--- config.mk ---
export PLATFORM = sky130hd
export DESIGN_NAME = power_wake_reset_control
export DESIGN_NICKNAME = d
export VERILOG_FILES = /design/src/power_wake_reset_control_pkg.sv /design/src/power_wake_reset_control.sv
export VERILOG_INCLUDE_DIRS = /design/src
export SDC_FILE = /design/constraint.sdc
export NUM_CORES = 1
export LEC_CHECK = 0
export BUFFER_PORTS_ARGS = -buffer_cell sky130_fd_sc_hd__buf_2
export CAP_MARGIN = 20
export CELL_PAD_IN_SITES_DETAIL_PLACEMENT = 0
export CELL_PAD_IN_SITES_GLOBAL_PLACEMENT = 2
export CORE_MARGIN = 4
export CORE_UTILIZATION = 39
export DETAILED_ROUTE_END_ITERATION = 6
export MAX_ROUTING_LAYER = met4
export PLACE_DENSITY = 0.87
export SYNTH_ARGS = -nofsm -noshare
export SYNTH_HDL_FRONTEND = slang
export SYNTH_SLANG_ARGS = --single-unit
--- constraint.sdc ---
create_clock -name clk -period 6.7 [get_ports clk]
set_clock_uncertainty 0.15 [all_clocks]
set_input_delay 0.67 -clock clk [delete_from_list [all_inputs] [get_ports clk]]
set_output_delay 0.67 -clock clk [all_outputs]
set_load 0.01 [all_outputs]
--- src/power_wake_reset_control_consts.svh ---
// Offsets, reset values, field positions and timing for the wake and reset control
`ifndef POWER_WAKE_RESET_CONTROL_CONSTS_SVH
`define POWER_WAKE_RESET_CONTROL_CONSTS_SVH
`define OFF_PSEQ        8'hE6
`define OFF_WAKE        8'hE7
`define OFF_RSTEN       8'hF2
`define RST_PSEQ        8'h1C
`define RST_WAKE        8'h00
`define RST_RSTEN       8'h7C
`define B_MOUSE         7
`define B_CHASSIS       5
`define B_LAST_OFF      4
`define B_S1_FAST       3
`define B_S2_HI         2
`define B_S2_LO         1
`define B_TRIG          0
`define B_KSET3         7
`define B_KSET2         6
`define B_DEDKEY        5
`define B_PULSE         4
`define B_WDT_SRC       3
`define B_HM_SRC        0
`define B_RST_HI        6
`define B_RST_LO        2
`define B_PME           0
`define POL_OFF         2'h0
`define POL_ON          2'h1
`define POL_PRIOR       2'h2
`define POL_USER        2'h3
`define CLK_KHZ         25000
`define T_S1_SLOW_MS    300
`define T_S1_FAST_MS    200
`define T_S2_1_MS       32
`define T_S2_2_MS       96
`define T_S2_3_MS       250
`define T_PULSE_MS      500
`define CNT_W           24
`endif

--- src/power_wake_reset_control_pkg.sv ---
// Types for the wake and reset control block
`default_nettype none
package power_wake_reset_control_pkg;
    typedef enum logic [1:0] {
        PG_OFF    = 2'h0,
        PG_STAGE1 = 2'h1,
        PG_STAGE2 = 2'h2,
        PG_ON     = 2'h3
    } pg_state_t;
    typedef struct packed {
        logic        mouse_combo;
        logic        chassis_clr;
        logic        last_off;
        logic        s1_fast;
        logic [1:0]  s2_sel;
        logic        kset3;
        logic        kset2;
        logic        ded_en;
        logic        pulse_en;
        logic        wdt_src;
        logic        hm_src;
        logic [4:0]  rst_en;
        logic        pme_en;
        pg_state_t   pg;
        logic [23:0] cnt;
        logic [23:0] pcnt;
        logic        key_q;
        logic        fspg;
        logic        spg;
        logic        power_button_out_n_n;
        logic        wdt_rst_n;
        logic        hm_rst_n;
        logic [4:0]  rst_out_n;
        logic        pme_out_n;
        logic [7:0]  rdata;
    } state_t;
endpackage : power_wake_reset_control_pkg
`default_nettype wire

--- src/power_wake_reset_control.sv ---
// Power-good sequencing, wake enables and reset routing
`timescale 1ns/10ps
`default_nettype none
`include "power_wake_reset_control_consts.svh"
module power_wake_reset_control #(
    parameter int S1_SLOW_CYC = `T_S1_SLOW_MS * `CLK_KHZ,
    parameter int S1_FAST_CYC = `T_S1_FAST_MS * `CLK_KHZ,
    parameter int S2_1_CYC    = `T_S2_1_MS * `CLK_KHZ,
    parameter int S2_2_CYC    = `T_S2_2_MS * `CLK_KHZ,
    parameter int S2_3_CYC    = `T_S2_3_MS * `CLK_KHZ,
    parameter int PULSE_CYC   = `T_PULSE_MS * `CLK_KHZ
) (
    input  wire logic       clk,
    input  wire logic       rst_b,
    input  wire logic       bat_rst_b,
    input  wire logic       host_reset_n,
    input  wire logic       cfg_rd,
    input  wire logic       cfg_wr,
    input  wire logic [7:0] cfg_addr,
    input  wire logic [7:0] cfg_wdata,
    output logic      [7:0] cfg_rdata_r,
    input  wire logic       standby_power_good,
    input  wire logic [1:0] power_loss_policy,
    input  wire logic       prior_state_off,
    input  wire logic       power_return,
    input  wire logic       kbd_wake_enable,
    input  wire logic       dedicated_key,
    input  wire logic       wake_event_req,
    output logic            first_stage_power_good_r,
    output logic            system_power_good_r,
    output logic            power_button_out_n_r,
    output logic            mouse_wake_combo_select_r,
    output logic            chassis_intrusion_clear_r,
    output logic            third_key_set_enable_r,
    output logic            second_key_set_enable_r,
    output logic            watchdog_reset_n_r,
    output logic            monitor_reset_n_r,
    output logic      [4:0] reset_out_n_r,
    output logic            wake_event_out_n_r
);
    power_wake_reset_control_pkg::state_t s_r;
    power_wake_reset_control_pkg::state_t s_nxt;
    logic [`CNT_W-1:0] d1;
    logic [`CNT_W-1:0] d2;
    logic              trig;
    logic              restore_on;
    logic              key_wake;
    logic              pulse_go;

    always_comb begin
        d1 = s_r.s1_fast ? S1_FAST_CYC[`CNT_W-1:0] : S1_SLOW_CYC[`CNT_W-1:0];
        case (s_r.s2_sel)
            2'h1:    d2 = S2_1_CYC[`CNT_W-1:0];
            2'h2:    d2 = S2_2_CYC[`CNT_W-1:0];
            2'h3:    d2 = S2_3_CYC[`CNT_W-1:0];
            default: d2 = '0;
        endcase
        trig = cfg_wr && cfg_addr == `OFF_PSEQ && cfg_wdata[`B_TRIG];
        case (power_loss_policy)
            `POL_ON:    restore_on = 1'b1;
            `POL_PRIOR: restore_on = !prior_state_off;
            `POL_USER:  restore_on = !s_r.last_off;
            default:    restore_on = 1'b0;
        endcase
        key_wake = dedicated_key && !s_r.key_q && s_r.ded_en && kbd_wake_enable;
        pulse_go = (power_return && s_r.pulse_en && restore_on) || key_wake;
    end

    always_comb begin
        s_nxt = s_r;
        s_nxt.key_q = dedicated_key;
        // Register reads, reserved bits as zero
        if (cfg_rd) begin
            case (cfg_addr)
                `OFF_PSEQ: s_nxt.rdata = {s_r.mouse_combo, 1'b0, s_r.chassis_clr,
                                          s_r.last_off, s_r.s1_fast, s_r.s2_sel, 1'b0};
                `OFF_WAKE: s_nxt.rdata = {s_r.kset3, s_r.kset2, s_r.ded_en, s_r.pulse_en,
                                          s_r.wdt_src, 2'h0, s_r.hm_src};
                `OFF_RSTEN: s_nxt.rdata = {1'b0, s_r.rst_en, 1'b0, s_r.pme_en};
                default:   s_nxt.rdata = 8'h00;
            endcase
        end
        // Register writes
        if (cfg_wr) begin
            case (cfg_addr)
                `OFF_PSEQ: begin
                    s_nxt.mouse_combo = cfg_wdata[`B_MOUSE];
                    s_nxt.chassis_clr = cfg_wdata[`B_CHASSIS];
                    s_nxt.last_off    = cfg_wdata[`B_LAST_OFF];
                    s_nxt.s1_fast     = cfg_wdata[`B_S1_FAST];
                    s_nxt.s2_sel      = cfg_wdata[`B_S2_HI:`B_S2_LO];
                end
                `OFF_WAKE: begin
                    s_nxt.kset3    = cfg_wdata[`B_KSET3];
                    s_nxt.kset2    = cfg_wdata[`B_KSET2];
                    s_nxt.ded_en   = cfg_wdata[`B_DEDKEY];
                    s_nxt.pulse_en = cfg_wdata[`B_PULSE];
                    s_nxt.wdt_src  = cfg_wdata[`B_WDT_SRC];
                    s_nxt.hm_src   = cfg_wdata[`B_HM_SRC];
                end
                `OFF_RSTEN: begin
                    s_nxt.rst_en = cfg_wdata[`B_RST_HI:`B_RST_LO];
                    s_nxt.pme_en = cfg_wdata[`B_PME];
                end
                default: ;
            endcase
        end
        // Power-good delay chain
        case (s_r.pg)
            power_wake_reset_control_pkg::PG_OFF: begin
                s_nxt.fspg = 1'b0;
                s_nxt.spg  = 1'b0;
                s_nxt.cnt  = '0;
                s_nxt.pg   = power_wake_reset_control_pkg::PG_STAGE1;
            end
            power_wake_reset_control_pkg::PG_STAGE1: begin
                if (s_r.cnt >= d1) begin
                    s_nxt.fspg = 1'b1;
                    s_nxt.cnt  = '0;
                    s_nxt.pg   = power_wake_reset_control_pkg::PG_STAGE2;
                end else begin
                    s_nxt.cnt = s_r.cnt + 1'b1;
                end
            end
            power_wake_reset_control_pkg::PG_STAGE2: begin
                if (s_r.cnt >= d2) begin
                    s_nxt.spg = 1'b1;
                    s_nxt.pg  = power_wake_reset_control_pkg::PG_ON;
                end else begin
                    s_nxt.cnt = s_r.cnt + 1'b1;
                end
            end
            power_wake_reset_control_pkg::PG_ON: begin
                if (trig) begin
                    s_nxt.spg = 1'b0;
                    s_nxt.cnt = '0;
                    s_nxt.pg  = power_wake_reset_control_pkg::PG_STAGE2;
                end
            end
            default: s_nxt.pg = power_wake_reset_control_pkg::PG_OFF;
        endcase
        if (!standby_power_good) begin
            s_nxt.fspg = 1'b0;
            s_nxt.spg  = 1'b0;
            s_nxt.cnt  = '0;
            s_nxt.pg   = power_wake_reset_control_pkg::PG_OFF;
        end
        // Power button pulse
        if (pulse_go) begin
            s_nxt.pcnt = PULSE_CYC[`CNT_W-1:0];
        end else if (s_r.pcnt != '0) begin
            s_nxt.pcnt = s_r.pcnt - 1'b1;
        end
        // Battery domain reset
        if (!bat_rst_b) begin
            s_nxt.last_off = 1'(`RST_PSEQ >> `B_LAST_OFF);
            s_nxt.pulse_en = 1'(`RST_WAKE >> `B_PULSE);
            s_nxt.hm_src   = 1'(`RST_WAKE >> `B_HM_SRC);
        end
        // Standby domain reset, battery bits kept
        if (!rst_b) begin
            s_nxt.mouse_combo = 1'(`RST_PSEQ >> `B_MOUSE);
            s_nxt.chassis_clr = 1'(`RST_PSEQ >> `B_CHASSIS);
            s_nxt.s1_fast     = 1'(`RST_PSEQ >> `B_S1_FAST);
            s_nxt.s2_sel      = 2'(`RST_PSEQ >> `B_S2_LO);
            s_nxt.kset3       = 1'(`RST_WAKE >> `B_KSET3);
            s_nxt.kset2       = 1'(`RST_WAKE >> `B_KSET2);
            s_nxt.ded_en      = 1'(`RST_WAKE >> `B_DEDKEY);
            s_nxt.wdt_src     = 1'(`RST_WAKE >> `B_WDT_SRC);
            s_nxt.rst_en      = 5'(`RST_RSTEN >> `B_RST_LO);
            s_nxt.pme_en      = 1'(`RST_RSTEN >> `B_PME);
            s_nxt.pg          = power_wake_reset_control_pkg::PG_OFF;
            s_nxt.cnt         = '0;
            s_nxt.pcnt        = '0;
            s_nxt.key_q       = 1'b0;
            s_nxt.fspg        = 1'b0;
            s_nxt.spg         = 1'b0;
            s_nxt.rdata       = 8'h00;
        end
        // Output stage
        s_nxt.power_button_out_n_n   = s_nxt.pcnt == '0;
        s_nxt.wdt_rst_n = s_nxt.wdt_src ? s_nxt.spg : host_reset_n;
        s_nxt.hm_rst_n  = s_nxt.hm_src ? host_reset_n : s_nxt.spg;
        for (int i = 0; i < 5; i++) begin
            s_nxt.rst_out_n[i] = !s_nxt.rst_en[i] || host_reset_n;
        end
        s_nxt.pme_out_n = !(s_nxt.pme_en && wake_event_req);
    end

    always_ff @(posedge clk) begin
        s_r <= s_nxt;
    end

    assign cfg_rdata_r               = s_r.rdata;
    assign first_stage_power_good_r  = s_r.fspg;
    assign system_power_good_r       = s_r.spg;
    assign power_button_out_n_r      = s_r.power_button_out_n_n;
    assign mouse_wake_combo_select_r = s_r.mouse_combo;
    assign chassis_intrusion_clear_r = s_r.chassis_clr;
    assign third_key_set_enable_r    = s_r.kset3;
    assign second_key_set_enable_r   = s_r.kset2;
    assign watchdog_reset_n_r        = s_r.wdt_rst_n;
    assign monitor_reset_n_r         = s_r.hm_rst_n;
    assign reset_out_n_r             = s_r.rst_out_n;
    assign wake_event_out_n_r        = s_r.pme_out_n;
endmodule : power_wake_reset_control
`default_nettype wire

==> reports/results.tsv <==
metric	value	unit
status	complete, no violations	
gr-total-overflow	0	
required	6.83	ns
synth_edf_count	0	
finalSetupTns	0	ns
die_w	121.6	microns
synth.top_cell.area_share	35.03	%
dieArea	14770	sq um
io_buffers	52	
drive_above_1_share	16.72	%
core	12620	sq um
routabilityCongestion	0.8320	
hold_violations	0	
yosys-top-cells-area	dfxtp_1 (35%), ha_1 (9.0%), a21oi_1 (4.4%)	
p_switching	0.7507	mW
postSynthCellCount	568	
crit_type	register to register	
htree_levels	3	
worstPathMaxFanout	21	
async_flop_share	0	%
fin_crit	3.384	ns
cp-start-kind	register	
finalWirelength	12420	microns
dpl.hpwl	9067	microns
seqPwrFrac	33.7	%
syn_nets	634	
drv_cap	0	
antenna_found_initial	0	
post_drt_wl_per_cell	16.00	microns
cts_tree	built	
synth_common_cells	dfxtp_1 (88), a21oi_1 (44), nand2_1 (40)	
synth_ff_type	dfxtp_1	
boundaryPins	53	
drv_slew	0	
hp-class	input pin to register	
drtAntennaViolNets	0	
synth_top_cell_by_area	dfxtp_1	
post_cts_buffers	0	
p_comb_share	39.2	%
finalCritPeriodShare	50.51	%
swShare	37.96	%
synth_seq_cells	88	
p_int	1.227	mW
grt_pass1_wl	20570	microns
numCtsBuffers	9	
cts_sinks	88	
fin_nets	665	
row_count	41	
cts.hold.buffers_added	0	
synthesis.area	5029	sq um
setup_viol	0	
p_leak	2.261	nW
clk_pin_slew	0.07	ns
r2r_slack	3.32	ns
critical_path_arrival	3.52	ns
grt.total_usage	17.99	%
post-place-cells	760	
yosysWarnings	0	
yosysMostFrequentCell	dfxtp_1	
p_per_area	350.1	nW/um^2
initial_core_util	39.85	%
postSynthAreaPerCell	8.853	sq um
max_freq	295.5	MHz
end_kind	register	
drt_pass1_iterations	5	
root_buffer	clkbuf_16	
die_h	121.6	microns
seq_area_frac_synth	35.03	%
yosysUniqueCellTypes	66	
grt_pass1_vias	4140	
vias_per_cell	5.535	
final_cell_count_no_fill	776	
n_antenna_cell	0	
rsz0062_at_grt	no	
cts_buffer_depth	2	
drc	0	
ctsResizeCount	0	
clock_latency	0.36	ns
power.share.clock	27.1	%
relSlewSlack	28.85	%
ir_drop	0.0002016	V
area_growth	12.34	%
max_slew.worst_pin.slew	1.065	ns
grt_max_degree	23	
route.vias.total	4295	
drt_iter0_drc	198	
[cells in the final DEF (no fill, tap or decap), types with 12 or more instances in the layout]
master	netlist	routed
ha_1	36	36
buf_2	5	52
a211oi_1	14	14
xnor2_1	19	19
a21oi_1	44	44
nand2b_1	13	13
or4_1	12	12
nor2_1	38	38
inv_1	24	24
o21ai_0	15	15
nand2_1	40	40
nand3_1	27	27
dfxtp_1	88	88
or3_1	13	13
[registers in the layout, summed over array words and instances (netlist names)]
register and flops:
reset_out_n_r 5, power_button_out_n_r 1, wake_event_out_n_r 1, third_key_set_enable_r 1
mouse_wake_combo_select_r 1, monitor_reset_n_r 1, cfg_rdata_r 8, chassis_intrusion_clear_r 1
s_r 65, second_key_set_enable_r 1, first_stage_power_good_r 1, system_power_good_r 1
watchdog_reset_n_r 1
[per-layer routing]
metal	up-vias	track usage, %	routed length [microns]
met4	0	7.003	246
met5	-	-	0
met3	15	3.389	328
met2	57	27.98	5814
li1	2138	-	-
met1	2085	23.25	6028
[worst max-delay path, cell delays in order, from the launching register on]
cell and delay [ns]:
dfxtp_1 0.41, inv_1 0.11, ha_1 0.23, inv_1 0.10, ha_1 0.25, a21o_1 0.18, a211oi_1 0.23, o41a_1 0.21
inv_1 0.06, o41a_1 0.65, or4_1 0.60, a21oi_1 0.15
[power groups by stage]
stage               Sequential, mW  Combinational [mW]  Clock [mW]
finish                       0.666               0.775       0.536
global route                 0.678               0.853       0.575
CTS                          0.666               0.777       0.551
detailed placement           0.677               0.767           0
global placement             0.675               0.761           0
floorplan                    0.656               0.671           0
[stage by stage]
stage	hold slack, ns	util (%)	total power, mW	cell area (sq um)	setup WS (ns)
floorplan	0.2955	-	1.327	5029	3.773
global placement	0.3109	42.30	1.436	5338	3.285
detailed placement	0.3115	42.30	1.445	5338	3.270
CTS	0.3051	44.77	1.994	5649	3.290
global route	0.3119	44.77	2.106	5649	3.111
finish	0.3085	44.77	1.978	5649	3.316
[layout make-up]
type / count / area, sq um
Clock inverter: 7 / 86.33
Fill cell: 1279 / 6970
Clock buffer: 9 / 225.2
Multi-Input combinational cell: 420 / 2980
Tap cell: 172 / 215.2
Timing Repair Buffer: 56 / 290.3
Sequential cell: 88 / 1762
Inverter: 24 / 90.09
[cell families (layout without fill, tap and decap cells)]
kind of cell,after synthesis,after routing,share of synthesized area (%)
XOR/XNOR,23,23,4.006
flip-flops,88,88,35.03
AO/OA/AOI/OAI,132,132,18.44
AND/OR/NAND/NOR,211,211,23.86
multiplexers,18,18,3.757
buffers and inverters,60,96,5.947
adder cells (fa/ha/maj),36,36,8.957
[path summary, 6_finish.rpt]
kind,start,end,depth (start not counted)
hold / removal,wake_event_req,wake_event_out_n_r,2
setup / recovery,s_r[82],s_r[64],11
setup reg to reg,s_r[82],s_r[64],11
hold reg to reg,cfg_rdata_r[7],cfg_rdata_r[7],2
Power figures use the tool's default switching activity.
